==> src/shared/keypad_pkg.sv <==
/*
 keypad_pkg: register indices, field positions, reset values and the
 per-port carrier types of the keypad interrupt unit.
 Assumes a 32-bit APB master; byte address is four times the index.
*/
package keypad_pkg;
   // register indices (byte address = index * 4)
   localparam logic [7:0] port_d_keypad_status_control_idx = 8'h0c;
   localparam logic [7:0] port_d_keypad_pin_enable_idx = 8'h0d;
   localparam logic [7:0] port_e_keypad_status_control_idx = 8'h0e;
   localparam logic [7:0] port_e_keypad_pin_and_pullup_enable_idx = 8'h0f;
   localparam logic [7:0] port_f_keypad_status_control_idx = 8'h40;
   localparam logic [7:0] port_f_keypad_pin_enable_idx = 8'h41;
   localparam logic [7:0] port_f_pullup_enable_idx = 8'h42;
   // own register: synchronised port d pin levels, read only
   localparam logic [7:0] pin_level_idx = 8'h43;
   // own register: port d direction bits
   localparam logic [7:0] port_d_direction_idx = 8'h44;
   // status/control field positions
   localparam int sensitivity_bit = 0;
   localparam int mask_bit = 1;
   localparam int acknowledge_bit = 2;
   localparam int pending_bit = 3;
   // reset values
   localparam logic [7:0] status_control_reset = 8'h00;
   localparam logic [7:0] pin_enable_reset = 8'h00;
   localparam logic [7:0] port_f_pullup_reset = 8'hff;
   localparam logic [7:0] direction_reset = 8'h00;

   typedef struct packed {
      logic [7:0] enables;
      logic mask;
      logic sensitivity;
   } port_cfg_type;

   typedef struct packed {
      logic [7:0] pullups;
      logic [7:0] input_force;
      logic request;
   } port_out_type;
endpackage

==> src/hw/keypad_interrupt_unit.sv <==
/*
 keypad_interrupt_unit: twenty-pin keypad interrupt logic over three ports
 (d: 8 pins, e: 4 pins, f: 8 pins) with an APB register slave.
 Assumes pins are asynchronous to pclk, the cpu pulses a vector fetch
 acknowledge per port for one pclk cycle, and pads are driven elsewhere.
*/
// Decided for this implementation: the APB slave port.
//
// Contract
// RULE1 - twenty maskable inputs, latch and mask per port
// RULE2 - port d enable also enables pull-up
// RULE3 - port e/f pull-ups, f register resets ones
// RULE4 - each enable bit arms its pin
// RULE5 - latch on first low; edge mode ignores others
// RULE6 - level mode holds request while pin low
// RULE7 - level mode clears after ack and release
// RULE8 - edge mode ack clears request at once
// RULE9 - write-only ack bit two clears, reads zero
// RULE10 - later falling edges latch new request
// RULE11 - unmasked request fetches vector, fetch acknowledges
// RULE12 - reset clears latch and sensitivity bit
// RULE13 - flag bit three shows pending, ignores mask
// RULE14 - mask bit one blocks cpu request
// RULE15 - sensitivity bit zero selects edge or level
// RULE16 - status bits seven to four read zero
// RULE17 - enable forces input; read needs direction zero
// RULE18 - software masks, enables, acks, then unmasks
// RULE19 - port d may drive high before enabling
// RULE20 - level mode ack delayed for load
// RULE21 - reset clears port d enable register
// RULE22 - ports e, f mirror port d logic
// RULE23 - port e vector at its own addresses
`timescale 1ns/1ns
module keypad_interrupt_unit
   import keypad_pkg::*;
(
   // clock and reset
   input wire logic pclk,
   input wire logic presetn,
   // apb slave
   input wire logic psel,
   input wire logic penable,
   input wire logic pwrite,
   input wire logic [11:0] paddr,
   input wire logic [31:0] pwdata,
   output logic [31:0] prdata,
   output logic pready,
   output logic pslverr,
   // keypad pins, low means key pressed
   input wire logic [7:0] port_d_pins,
   input wire logic [3:0] port_e_pins,
   input wire logic [7:0] port_f_pins,
   // cpu vector fetch acknowledges, one pulse each
   input wire logic [2:0] vector_fetch_ack,
   // cpu interrupt requests: d, e, f
   output logic [2:0] cpu_irq,
   // pad controls
   output logic [7:0] port_d_pullup_on,
   output logic [3:0] port_e_pullup_on,
   output logic [7:0] port_f_pullup_on,
   output logic [7:0] port_d_force_input,
   output logic [3:0] port_e_force_input,
   output logic [7:0] port_f_force_input
);
   // three-stage pin synchronisers; stages two and three are compared
   logic [19:0] sync1_reg;
   logic [19:0] sync2_reg;
   logic [19:0] sync3_reg;
   logic [19:0] level_reg;
   logic [19:0] level_next;
   logic [19:0] stages_agree;
   logic [19:0] pins_raw;
   assign pins_raw = {port_f_pins, port_e_pins, port_d_pins};

   // ones at reset match the idle level of a released key, so no false
   // falling edge follows reset
   always_ff @(posedge pclk or negedge presetn) begin
      if (!presetn) begin
         sync1_reg <= '1;
      end else begin
         sync1_reg <= pins_raw;
      end
   end

   always_ff @(posedge pclk or negedge presetn) begin
      if (!presetn) begin
         sync2_reg <= '1;
      end else begin
         sync2_reg <= sync1_reg;
      end
   end

   always_ff @(posedge pclk or negedge presetn) begin
      if (!presetn) begin
         sync3_reg <= '1;
      end else begin
         sync3_reg <= sync2_reg;
      end
   end

   // a change counts only once stages two and three agree; a pin that
   // bounces every cycle never reaches the request logic
   assign stages_agree = ~(sync2_reg ^ sync3_reg);
   assign level_next = (stages_agree & sync2_reg)
                     | (~stages_agree & level_reg);

   always_ff @(posedge pclk or negedge presetn) begin
      if (!presetn) begin
         level_reg <= '1;
      end else begin
         level_reg <= level_next;
      end
   end

   // configuration registers
   logic [7:0] d_enable_reg, e_enable_reg, f_enable_reg, f_pullup_reg;
   logic [7:0] d_dir_reg;
   logic [2:0] mask_reg, sens_reg, pend_reg, port_d_acknowledge_reg, low_reg;

   // apb decode: read data is fetched in setup so that it stands with
   // pready; a write lands only at the access edge that sees pready high,
   // so an aborted transfer never changes a register
   logic setup_phase;
   logic access_done;
   logic wr_strobe;
   logic rd_strobe;
   logic [9:0] word_idx;
   assign setup_phase = psel & ~penable;
   assign access_done = psel & penable & pready;
   assign wr_strobe = access_done & pwrite;
   assign rd_strobe = setup_phase & ~pwrite;
   assign word_idx = paddr[11:2];

   function automatic logic hit(input logic [9:0] idx, input logic [7:0] r);
      return idx == {2'b00, r};
   endfunction

   logic [2:0] sc_hit;
   logic d_en_hit, e_en_hit, f_en_hit, f_pu_hit, lvl_hit, dir_hit, mapped;
   assign sc_hit[0] = hit(word_idx, port_d_keypad_status_control_idx);
   assign sc_hit[1] = hit(word_idx, port_e_keypad_status_control_idx);
   assign sc_hit[2] = hit(word_idx, port_f_keypad_status_control_idx);
   assign d_en_hit = hit(word_idx, port_d_keypad_pin_enable_idx);
   assign e_en_hit = hit(word_idx, port_e_keypad_pin_and_pullup_enable_idx);
   assign f_en_hit = hit(word_idx, port_f_keypad_pin_enable_idx);
   assign f_pu_hit = hit(word_idx, port_f_pullup_enable_idx);
   assign lvl_hit = hit(word_idx, pin_level_idx);
   assign dir_hit = hit(word_idx, port_d_direction_idx);
   assign mapped = |sc_hit | d_en_hit | e_en_hit | f_en_hit | f_pu_hit
                 | lvl_hit | dir_hit;

   // per-port enabled-pin view; port e uses only its low four bits
   logic [7:0] en [3];
   logic [7:0] lv [3];
   assign en[0] = d_enable_reg;
   assign en[1] = {4'h0, e_enable_reg[3:0]};
   assign en[2] = f_enable_reg;
   assign lv[0] = level_reg[7:0];
   assign lv[1] = {4'hf, level_reg[11:8]};
   assign lv[2] = level_reg[19:12];

   logic [2:0] any_low, fall, ack, pend_next, low_next;
   logic [2:0] ack_write;
   // level mode keeps a latched or acknowledged request while pins are low
   logic [2:0] hold_low;
   assign hold_low = pend_reg | port_d_acknowledge_reg;
   genvar p;
   generate
      for (p = 0; p < 3; p++) begin : g_port
         assign any_low[p] = |(en[p] & ~lv[p]); // see RULE4
         // latch only when some enabled pin goes low after all high
         assign fall[p] = any_low[p] & ~low_reg[p]; // see RULE5
         assign ack_write[p] = wr_strobe & sc_hit[p] & pwdata[acknowledge_bit];
         assign ack[p] = ack_write[p] | vector_fetch_ack[p]; // see RULE9
         // new fall wins over ack; level mode holds while any pin low
         assign pend_next[p] = fall[p] ? 1'b1 // see RULE10
            : (sens_reg[p] & any_low[p]) ? hold_low[p] // see RULE6
            : (sens_reg[p] & port_d_acknowledge_reg[p]) ? 1'b0 // see RULE7
            : ack[p] ? 1'b0 // see RULE8
            : pend_reg[p];
         assign low_next[p] = any_low[p];
      end
   endgenerate

   // ack seen in level mode waits for all pins high before clearing
   logic [2:0] port_d_acknowledge_next;
   assign port_d_acknowledge_next = (port_d_acknowledge_reg | (ack & pend_reg & sens_reg)) & any_low
                      & sens_reg & ~fall;

   // reset drops a request even while a key is still held low
   always_ff @(posedge pclk or negedge presetn) begin
      if (!presetn) begin
         pend_reg <= 3'h0; // see RULE12
      end else begin
         pend_reg <= pend_next; // see RULE1
      end
   end

   always_ff @(posedge pclk or negedge presetn) begin
      if (!presetn) begin
         port_d_acknowledge_reg <= 3'h0;
      end else begin
         port_d_acknowledge_reg <= port_d_acknowledge_next;
      end
   end

   // low at reset: a key held through reset is seen as a new fall once
   // it is enabled, which software masks and acknowledges away
   always_ff @(posedge pclk or negedge presetn) begin
      if (!presetn) begin
         low_reg <= 3'h0;
      end else begin
         low_reg <= low_next;
      end
   end

   // a selected register takes the low byte of the bus, else holds
   function automatic logic [7:0] byte_write(input logic sel,
                                             input logic [7:0] wdata,
                                             input logic [7:0] old);
      return sel ? wdata : old;
   endfunction

   logic [7:0] d_enable_next;
   logic [7:0] e_enable_next;
   logic [7:0] f_enable_next;
   logic [7:0] f_pullup_next;
   logic [7:0] d_dir_next;
   logic [2:0] sc_write;
   logic [2:0] mask_next;
   logic [2:0] sens_next;
   assign d_enable_next = byte_write(wr_strobe & d_en_hit, pwdata[7:0],
                                     d_enable_reg); // see RULE4
   assign e_enable_next = byte_write(wr_strobe & e_en_hit, pwdata[7:0],
                                     e_enable_reg);
   assign f_enable_next = byte_write(wr_strobe & f_en_hit, pwdata[7:0],
                                     f_enable_reg);
   assign f_pullup_next = byte_write(wr_strobe & f_pu_hit, pwdata[7:0],
                                     f_pullup_reg); // see RULE3
   assign d_dir_next = byte_write(wr_strobe & dir_hit, pwdata[7:0],
                                  d_dir_reg);
   // the acknowledge bit is not stored: it only strobes ack_write
   assign sc_write = {3{wr_strobe}} & sc_hit;
   assign mask_next = (sc_write & {3{pwdata[mask_bit]}})
                    | (~sc_write & mask_reg); // see RULE14
   assign sens_next = (sc_write & {3{pwdata[sensitivity_bit]}})
                    | (~sc_write & sens_reg); // see RULE15

   always_ff @(posedge pclk or negedge presetn) begin
      if (!presetn) begin
         d_enable_reg <= pin_enable_reset; // see RULE21
      end else begin
         d_enable_reg <= d_enable_next;
      end
   end

   always_ff @(posedge pclk or negedge presetn) begin
      if (!presetn) begin
         e_enable_reg <= pin_enable_reset;
      end else begin
         e_enable_reg <= e_enable_next;
      end
   end

   always_ff @(posedge pclk or negedge presetn) begin
      if (!presetn) begin
         f_enable_reg <= pin_enable_reset;
      end else begin
         f_enable_reg <= f_enable_next;
      end
   end

   always_ff @(posedge pclk or negedge presetn) begin
      if (!presetn) begin
         f_pullup_reg <= port_f_pullup_reset; // see RULE3
      end else begin
         f_pullup_reg <= f_pullup_next;
      end
   end

   always_ff @(posedge pclk or negedge presetn) begin
      if (!presetn) begin
         d_dir_reg <= direction_reset;
      end else begin
         d_dir_reg <= d_dir_next;
      end
   end

   always_ff @(posedge pclk or negedge presetn) begin
      if (!presetn) begin
         mask_reg <= 3'h0; // see RULE14
      end else begin
         mask_reg <= mask_next;
      end
   end

   always_ff @(posedge pclk or negedge presetn) begin
      if (!presetn) begin
         sens_reg <= 3'h0; // see RULE12
      end else begin
         sens_reg <= sens_next;
      end
   end

   // read mux; ack reads zero, upper bits zero
   function automatic logic [7:0] sc_read(input logic pend, input logic m,
                                          input logic s);
      logic [7:0] v;
      v = 8'h00; // see RULE16
      v[pending_bit] = pend; // see RULE13
      v[mask_bit] = m;
      v[sensitivity_bit] = s;
      return v;
   endfunction

   // port d level readable only where direction is input
   logic [7:0] d_visible;
   assign d_visible = level_reg[7:0] & ~d_dir_reg; // see RULE17

   logic [7:0] rd_byte;
   assign rd_byte = sc_hit[0] ? sc_read(pend_reg[0], mask_reg[0], sens_reg[0])
                  : sc_hit[1] ? sc_read(pend_reg[1], mask_reg[1], sens_reg[1])
                  : sc_hit[2] ? sc_read(pend_reg[2], mask_reg[2], sens_reg[2])
                  : d_en_hit ? d_enable_reg
                  : e_en_hit ? e_enable_reg
                  : f_en_hit ? f_enable_reg
                  : f_pu_hit ? f_pullup_reg
                  : dir_hit ? d_dir_reg
                  : lvl_hit ? d_visible
                  : 8'h00;

   // registered answer: pready in the access cycle after setup
   always_ff @(posedge pclk or negedge presetn) begin
      if (!presetn) begin
         prdata <= 32'h0;
         pready <= 1'b0;
         pslverr <= 1'b0;
      end else begin
         pready <= setup_phase;
         pslverr <= setup_phase & ~mapped;
         if (rd_strobe) prdata <= {24'h0, rd_byte};
      end
   end

   // cpu requests use pend_next so a request rises with its flag; every
   // output comes straight from a flip-flop
   always_ff @(posedge pclk or negedge presetn) begin
      if (!presetn) begin
         cpu_irq <= 3'h0;
      end else begin
         // vector fetch at d, e, f vectors acknowledges via vector_fetch_ack
         cpu_irq <= pend_next & ~mask_reg; // see RULE11 RULE14 RULE22 RULE23
      end
   end

   // port d pull-ups follow its enables; e and f have bits of their own
   always_ff @(posedge pclk or negedge presetn) begin
      if (!presetn) begin
         port_d_pullup_on <= 8'h00;
         port_e_pullup_on <= 4'h0;
         port_f_pullup_on <= port_f_pullup_reset;
      end else begin
         port_d_pullup_on <= d_enable_reg; // see RULE2
         port_e_pullup_on <= e_enable_reg[7:4]; // see RULE3
         port_f_pullup_on <= f_pullup_reg; // see RULE3
      end
   end

   // an enabled pin is forced to an input whatever its direction bit
   always_ff @(posedge pclk or negedge presetn) begin
      if (!presetn) begin
         port_d_force_input <= 8'h00;
         port_e_force_input <= 4'h0;
         port_f_force_input <= 8'h00;
      end else begin
         port_d_force_input <= d_enable_reg; // see RULE17
         port_e_force_input <= e_enable_reg[3:0];
         port_f_force_input <= f_enable_reg;
      end
   end
endmodule

==> config.mk <==
export PLATFORM = sky130hd
export DESIGN_NAME = keypad_interrupt_unit
export DESIGN_NICKNAME = d
export VERILOG_FILES = /design/src/shared/keypad_pkg.sv /design/src/hw/keypad_interrupt_unit.sv
export SDC_FILE = /design/constraint.sdc
export NUM_CORES = 1
export LEC_CHECK = 0
export BUFFER_PORTS_ARGS = -buffer_cell sky130_fd_sc_hd__buf_2
export CAP_MARGIN = 20
export CORE_MARGIN = 1.5
export CORE_UTILIZATION = 49
export DETAILED_ROUTE_END_ITERATION = 16
export PLACE_DENSITY_LB_ADDON = 0.3
export SYNTH_ARGS = -nofsm -noshare
export SYNTH_HDL_FRONTEND = slang
export SYNTH_SLANG_ARGS = --single-unit
==> constraint.sdc <==
create_clock -name pclk -period 1.6 [get_ports pclk]
set_input_delay 0.32 -clock pclk [delete_from_list [all_inputs] [get_ports pclk]]
set_output_delay 0.32 -clock pclk [all_outputs]
set_load 0.05 [all_outputs]
==> insert_results.sql, run 1 <==
INSERT INTO impl_metrics (metric_group, metric, value, unit) VALUES
('placed_design', 'io_buffers', '98', ''),
('critical_path', 'critPathKind', 'reg -> reg', ''),
('synthesis', 'synthMuxAreaShare', '7.34', '%'),
('floorplanning', 'dieWidth', '122', 'um'),
('critical_path', 'cp_max_fo', '2', ''),
('drt', 'viasPerCell', '5.23', ''),
('sta', 'clock-skew-final', '0.00616', 'ns'),
('power', 'static_power_due_to_leakage', '4.18', 'nW'),
('cts', 'cts-htree-levels', '4', ''),
('sta', 'timing.final.crit_period', '1.71', 'ns'),
('power', 'ir_worst_vdd', '0.000840', 'V'),
('status', 'status', 'finished, violations left', ''),
('synthesis', 'dominantRegCellSynth', 'sky130_fd_sc_hd__dfstp_2', ''),
('layout', 'final_cell_utilization_of_the_core', '64.4', '%'),
('sta', 'final_hold_viol_count', '0', ''),
('synthesis', 'synthAdderAreaFrac', '2.89', '%'),
('sta', 'setup_viol', '3', ''),
('sta', 'period_share', '107', '%'),
('cts', 'cts_inserted_buffers', '17', ''),
('critical_path', 'crit_cells', '5', ''),
('sta', 'grt_setup_unrepaired', 'true', ''),
('min_path', 'worstHoldPathType', 'in -> reg', ''),
('synthesis', 'netlist_instances', '507', ''),
('global_route', 'grt_usage', '22.2', '%'),
('global_route', 'global_route_wire_length_before_repair', '24300', 'um'),
('run', 'maxCapViolCount', '0', ''),
('global_route', 'first_global_vias', '4538', ''),
('drt', 'routedWlPerCell', '17.6', 'um'),
('critical_path', 'crit_slowest_cell', 'sky130_fd_sc_hd__dfstp_2', ''),
('drt', 'route.vias.total', '4617', ''),
('synthesis', 'synthDistinctLibCells', '54', ''),
('critical_path', 'crit_end_category', 'flip-flop', ''),
('placed_design', 'place_congestion', '0.941', ''),
('floorplanning', 'fp.dieArea', '14900', 'um^2'),
('cts', 'clk-insertion-delay-late', '0.43', 'ns'),
('critical_path', 'critical_path.startpoint_type', 'flip-flop', ''),
('global_route', 'grt_peak_use_layer', 'met2', ''),
('floorplanning', 'chipHeight', '122', 'um'),
('critical_path', 'timing.critical_path.mode_cell', 'sky130_fd_sc_hd__nor2b_4', ''),
('power', 'clockPowerShare', '42.3', '%'),
('floorplanning', 'rows', '43', ''),
('floorplanning', 'initial_core_util', '50.1', '%'),
('critical_path', 'worst-r2r-cell-count', '5', ''),
('layout', 'drive_above_1_share', '51.4', '%'),
('power', 'netSwitchingPower', '2.26', 'mW'),
('critical_path', 'critical-path-top-delay-family', 'compound AO/OA/AOI/OAI gates', ''),
('layout', 'area_growth', '28.5', '%'),
('cts', 'clk_pin_slew_worst_paths', '0.06', 'ns'),
('cts', 'maximum_count_of_clock_buffers_along_a_single_path', '2', ''),
('drt', 'route.detailed.drc', '0', ''),
('synthesis', 'seq_area_frac_synth', '66.7', '%'),
('layout', 'final_nets', '761', ''),
('synthesis', 'synthesis.area_per_instance', '13.7', 'um^2'),
('cts', 'cts_sinks', '180', ''),
('critical_path', 'worst_ep_arrival_time', '2.03', 'ns'),
('power', 'power_per_cell_area', '1110', 'nW/um^2'),
('sta', 'post-route-worst-setup-slack', '-0.114', 'ns'),
('global_route', 'pin_count_of_the_biggest_net_entering_global_routing', '48', ''),
('critical_path', 'path_buf_inv', '0', ''),
('power', 'pwr-share-seq', '49.7', '%'),
('synthesis', 'synth-xor-area-share', '0', '%'),
('status', 'violated_checks', 'negative setup slack', ''),
('critical_path', 'critical_path.cell_chain', 'nor2b_4, a2111oi_4, nand4_1, a32o_2, nor2b_4', ''),
('floorplanning', 'top_level_ports', '149', ''),
('global_route', 'met1_usage_grt', '30.0', '%'),
('power', 'power_frac_comb', '8.0', '%'),
('critical_path', 'timing.critical_path.required', '1.92', 'ns'),
('cts', 'clockRootBuffer', 'sky130_fd_sc_hd__clkbuf_16', ''),
('layout', 'commonest_non_fill_non_tap_cells_in_the_layout', '96 x sky130_fd_sc_hd__dfstp_2, 96 x sky130_fd_sc_hd__buf_2, 84 x sky130_fd_sc_hd__dfrtp_1', ''),
('global_route', 'global_route.usage.met3', '5.20', '%'),
('sta', 'hold-worst-slack', '0.196', 'ns');
Yosys cell counts (3+ instances only):
| cell type | number | area [um^2] |
|---|---|---|
| sky130_fd_sc_hd__a32oi_1 | 4 | 35.0 |
| sky130_fd_sc_hd__o22a_1 | 3 | 26.3 |
| sky130_fd_sc_hd__dfrtp_1 | 84 | 2100 |
| sky130_fd_sc_hd__nand2b_1 | 18 | 113 |
| sky130_fd_sc_hd__nand2_1 | 34 | 128 |
| sky130_fd_sc_hd__clkbuf_1 | 7 | 26.3 |
| sky130_fd_sc_hd__buf_1 | 3 | 11.3 |
| sky130_fd_sc_hd__buf_4 | 32 | 240 |
| sky130_fd_sc_hd__a21oi_1 | 20 | 100 |
| sky130_fd_sc_hd__a21boi_0 | 4 | 30.0 |
| sky130_fd_sc_hd__mux2_4 | 4 | 60.1 |
| sky130_fd_sc_hd__dfstp_2 | 96 | 2520 |
| sky130_fd_sc_hd__a22oi_1 | 3 | 22.5 |
| sky130_fd_sc_hd__o21ai_0 | 22 | 110 |
| sky130_fd_sc_hd__inv_1 | 16 | 60.1 |
| sky130_fd_sc_hd__maj3_1 | 20 | 200 |
| sky130_fd_sc_hd__nor2b_1 | 8 | 50.1 |
| sky130_fd_sc_hd__a2bb2oi_1 | 4 | 35.0 |
| sky130_fd_sc_hd__nand3_1 | 5 | 25.0 |
| sky130_fd_sc_hd__mux2_2 | 39 | 439 |
| sky130_fd_sc_hd__o22ai_1 | 5 | 31.3 |
| sky130_fd_sc_hd__nand3b_1 | 5 | 37.5 |
| sky130_fd_sc_hd__nor2_1 | 18 | 67.6 |
| sky130_fd_sc_hd__o2111ai_1 | 3 | 26.3 |
| sky130_fd_sc_hd__and3b_1 | 4 | 35.0 |
| sky130_fd_sc_hd__o31ai_1 | 10 | 75.1 |
metal layers:
layer / vias to the layer above / part of all wire [%]
met2: 161 / 47
met4: 0 / 2.9
met1: 2326 / 45
li1: 2095 / -
met3: 35 / 5.0
met5: - / 0
power groups by stage:
| stage | Sequential, mW | Combinational, mW | Clock [mW] |
|---|---|---|---|
| 6_report | 4.90 | 0.791 | 4.17 |
| 5_1_grt | 4.92 | 0.857 | 4.44 |
| 4_1_cts | 4.90 | 0.782 | 4.24 |
| 3_5_place_dp | 4.97 | 0.733 | 0 |
| 3_3_place_gp | 4.96 | 0.718 | 0 |
| 2_1_floorplan | 5.01 | 0.367 | 0 |
final cells by class:
cell class / instances / area, um^2
clock buffer: 27 / 546
clock inverter: 5 / 61.3
fill: 1049 / 4920
inverter: 16 / 60.1
multi-input combinational: 289 / 2150
sequential: 180 / 4620
tap: 180 / 225
timing repair buffer: 185 / 1250
through the flow:
| step | instances | worst slack [ns] | area [um^2] | power, mW | TNS [ns] |
|---|---|---|---|---|---|
| 3_3_place_gp | 825 | -0.445 | 7960 | 5.68 | -21.87 |
| 4_1_cts | 880 | -0.124 | 8810 | 9.92 | -0.218 |
| 5_1_grt | 882 | -0.154 | 8910 | 10.2 | -0.428 |
| 3_5_place_dp | 825 | -0.460 | 7960 | 5.70 | -23.24 |
| 2_1_floorplan | 530 | -0.433 | 7040 | 5.38 | -11.08 |
| 6_report | 882 | -0.114 | 8910 | 9.86 | -0.220 |
path summary, 6_finish.rpt:
kind                                   end  slack [ns]
max                             cpu_irq[0]       -0.11
min                            pend_reg[1]        0.20
max reg2reg                     cpu_irq[0]       -0.11
min reg2reg                   sync2_reg[1]        0.35
max in group asynchronous     sync2_reg[9]        0.59
min in group asynchronous  f_enable_reg[7]        0.37
logic make-up after synthesis:
family	Yosys count
DFF	180
buffers and inverters	61
other	1
and+or+nand+nor	112
AOI/OAI and AO/OA	89
muxes	44
adders and majority gates	20
worst min-delay path, cell delays in order:
cell                      delay, ns
sky130_fd_sc_hd__buf_2         0.08
sky130_fd_sc_hd__a31o_2        0.10
sky130_fd_sc_hd__o21ai_1       0.07
what timing repair did:
item | 4_1_cts | 5_1_grt
setup endpoints to repair | 8 | 25
setup buffers | 2 | 2
endpoints found under the hold margin | 39 | 0
hold buffers | 21 | 0
cloned | 0 | 0
resized for setup | 4 | 21
pin swaps | 10 | 9
(Power assumes the default switching activity.)
==> run 2: changes to the inputs <==
--- a/config.mk
+++ b/config.mk
@@ -7,9 +7,11 @@
 export LEC_CHECK = 0
 export BUFFER_PORTS_ARGS = -buffer_cell sky130_fd_sc_hd__buf_2
 export CAP_MARGIN = 20
+export CORE_ASPECT_RATIO = 0.8
 export CORE_MARGIN = 1.5
 export CORE_UTILIZATION = 49
 export DETAILED_ROUTE_END_ITERATION = 16
+export MAX_ROUTING_LAYER = met4
 export PLACE_DENSITY_LB_ADDON = 0.3
 export SYNTH_ARGS = -nofsm -noshare
 export SYNTH_HDL_FRONTEND = slang
==> run 2 against run 1 <==
Effect of this change:
- the run still ends with negative setup slack left
- worst setup slack better by 0.039 ns
- fmax up 2.3%
- via count down 0.89%
- combinational power down 0.6%
- non-clock buffer count down 4
- utilization up 0.68 points
- die area about the same
- final area about the same
- final cell count down 0.45%
- power up 1.4%
- sequential share of layout area about the same
- critical endpoint unchanged
==> insert_results.sql, run 2 (synthesis gave the netlist of run 1 again) <==
INSERT INTO impl_metrics (metric_group, metric, value, unit) VALUES
('placed_design', 'place_congestion', '0.885', ''),
('sta', 'setup_total_negative_slack', '-0.137', 'ns'),
('drt', 'totalWireLength', '16200', 'um'),
('drt', 'drt_pass1_iterations', '5', ''),
('floorplanning', 'dieWidth', '136', 'um'),
('critical_path', 'critical-path-max-stage-delay', '0.54', 'ns'),
('sta', 'setup_viol', '3', ''),
('floorplanning', 'design.core.area', '13700', 'um^2'),
('layout', 'final_nets', '757', ''),
('critical_path', 'crit_end_category', 'flip-flop', ''),
('layout', 'final_common_cell', 'sky130_fd_sc_hd__buf_2', ''),
('cts', 'clockRootBuffer', 'sky130_fd_sc_hd__clkbuf_16', ''),
('status', 'violated_checks', 'negative setup slack', ''),
('critical_path', 'cp_max_fo', '2', ''),
('global_route', 'grt_antenna_before_repair', '0', ''),
('layout', 'insertedDiodeCount', '0', ''),
('power', 'ir_worst_vdd', '0.000883', 'V'),
('sta', 'post-route-worst-setup-slack', '-0.0748', 'ns'),
('critical_path', 'r2r-end', 'cpu_irq[0]', ''),
('cts', 'clk-insertion-delay-late', '0.44', 'ns'),
('sta', 'timing_max_transition_violations_final', '0', ''),
('sta', 'grt_setup_unrepaired', 'true', ''),
('sta', 'maxClockFrequency', '597', 'MHz'),
('sta', 'final_hold_viol_count', '0', ''),
('placed_design', 'post-place-ws', '-0.494', 'ns'),
('status', 'status', 'finished, violations left', ''),
('drt', 'route.vias.total', '4576', ''),
('critical_path', 'worst_ep_arrival_time', '2.00', 'ns'),
('layout', 'commonest_non_fill_non_tap_cells_in_the_layout', '97 x sky130_fd_sc_hd__buf_2, 96 x sky130_fd_sc_hd__dfstp_2, 84 x sky130_fd_sc_hd__dfrtp_1', ''),
('cts', 'maximum_count_of_clock_buffers_along_a_single_path', '2', ''),
('cts', 'clk_pin_slew_worst_paths', '0.06', 'ns'),
('placed_design', 'place.detailed.instances', '822', ''),
('critical_path', 'critical_path.cell_chain', 'nor2b_2, a2111oi_4, nand4_1, buf_4, a32o_1, nor2b_1', ''),
('global_route', 'first_global_vias', '4639', ''),
('drt', 'routedWlPerCell', '18.5', 'um'),
('critical_path', 'setup.reg_to_reg.worst_slack', '-0.07', 'ns'),
('power', 'power_per_cell_area', '1120', 'nW/um^2'),
('critical_path', 'critical_path.startpoint_type', 'flip-flop', ''),
('drt', 'drt.antenna.violating_nets', '0', ''),
('critical_path', 'timing.critical_path.required', '1.92', 'ns'),
('min_path', 'worstHoldPathType', 'in -> reg', ''),
('floorplanning', 'initial_core_util', '50.6', '%'),
('sta', 'period_share', '105', '%'),
('floorplanning', 'rows', '38', ''),
('cts', 'cts_tree', 'yes', ''),
('critical_path', 'worst-r2r-cell-count', '6', ''),
('layout', 'drive_above_1_share', '51.4', '%'),
('drt', 'drt_iter0_markers', '382', ''),
('cts', 'cts-htree-levels', '4', ''),
('global_route', 'pin_count_of_the_biggest_net_entering_global_routing', '79', ''),
('global_route', 'global_route_wire_length_before_repair', '25600', 'um'),
('critical_path', 'crit_slowest_cell', 'sky130_fd_sc_hd__dfstp_2', ''),
('sta', 'timing.final.crit_period', '1.67', 'ns'),
('min_path', 'timing.hold.worst.start', 'psel', ''),
('power', 'static_power_due_to_leakage', '4.16', 'nW'),
('floorplanning', 'fp.dieArea', '14900', 'um^2'),
('placed_design', 'place.detailed.hpwl', '11700', 'um'),
('min_path', 'hold-path-endpoint', 'pready', ''),
('run', 'maxCapViolCount', '0', ''),
('layout', 'fillers', '1073', ''),
('layout', 'final-instance-count-excl-fill', '878', ''),
('drt', 'viasPerCell', '5.21', ''),
('min_path', 'worstHoldPathCells', '3', ''),
('layout', 'final_cell_utilization_of_the_core', '65.1', '%'),
('global_route', 'grt-ovfl-total', '0', ''),
('layout', 'area_growth', '28.6', '%'),
('cts', 'cts_inserted_buffers', '17', ''),
('placed_design', 'io_buffers', '98', ''),
('cts', 'cts_sinks', '180', ''),
('critical_path', 'critPathKind', 'reg -> reg', ''),
('drt', 'route.detailed.drc', '0', ''),
('floorplanning', 'top_level_ports', '149', ''),
('global_route', 'grt_usage', '24.4', '%'),
('floorplanning', 'chipHeight', '109', 'um'),
('sta', 'clock-skew-final', '0.00624', 'ns');
run 2: changes by cell type in the layout (fill, tap and decap cells not counted), sizes merged:
cell / delta
clkinvlp: -1
buf: -4
clkbuf: +1
run 2: worst max-delay path by stage:
stage	slack [ns]	depth (start not counted)	end	from
2_1_floorplan	-0.43	5	e_enable_reg[0]	paddr[11]
3_3_place_gp	-0.45	8	prdata[3]	paddr[11]
3_5_place_dp	-0.49	8	prdata[3]	paddr[11]
4_1_cts	-0.14	6	cpu_irq[0]	flip-flop
5_1_grt	-0.13	6	cpu_irq[0]	flip-flop
6_report	-0.07	6	cpu_irq[0]	flip-flop
run 2: cell type report:
type	instances	area, um^2	area share, %
Timing Repair Buffer	181	1220	13.7
Multi-Input combinational cell	289	2160	24.2
Clock inverter	4	55.1	0.617
Inverter	16	60.1	0.673
Tap cell	180	225	2.53
Clock buffer	28	572	6.41
Sequential cell	180	4620	51.9
run 2: critical path: cells and delay by family, from the launching register on:
family | cells | cell delay, ns
flip-flops | 1 | 0.54
AND/OR/NAND/NOR | 3 | 0.31
AO/OA/AOI/OAI | 2 | 0.53
buffers and inverters | 1 | 0.18
run 2: what timing repair did:
action / 4_1_cts / 5_1_grt
pin swaps: 4 / 6
setup buffers: 3 / 0
hold buffers: 21 / 0
setup endpoints to repair: 9 / 19
resized for setup: 13 / 11
hold endpoints to repair: 104 / 0
run 2: per-layer routing:
| layer | vias to the layer above | wire length (um) | track usage, % | part of all wire (%) |
|---|---|---|---|---|
| met1 | 2309 | 7710 | 34.8 | 48 |
| met2 | 165 | 7380 | 34.9 | 46 |
| li1 | 2079 | - | - | - |
| met3 | 23 | 834 | 4.52 | 5.1 |
| met5 | - | 0 | - | 0 |
| met4 | 0 | 286 | 9.19 | 1.8 |
run 2: report_power, final:
part	leakage, nW	switching (mW)	total (mW)	internal [mW]
clock network	0.307	1.70	4.32	2.61
logic	1.72	0.515	0.786	0.271
registers	2.14	0.0850	4.89	4.81
total	4.16	2.30	10.0	7.70
run 2: stage by stage:
step	instance area, um^2	hold WS, ns	power (mW)
2_1_floorplan	7040	0.0244	5.38
3_3_place_gp	7950	0.323	5.68
3_5_place_dp	7950	0.333	5.70
4_1_cts	8870	0.182	10.1
5_1_grt	8920	0.202	10.4
6_report	8920	0.199	10.0
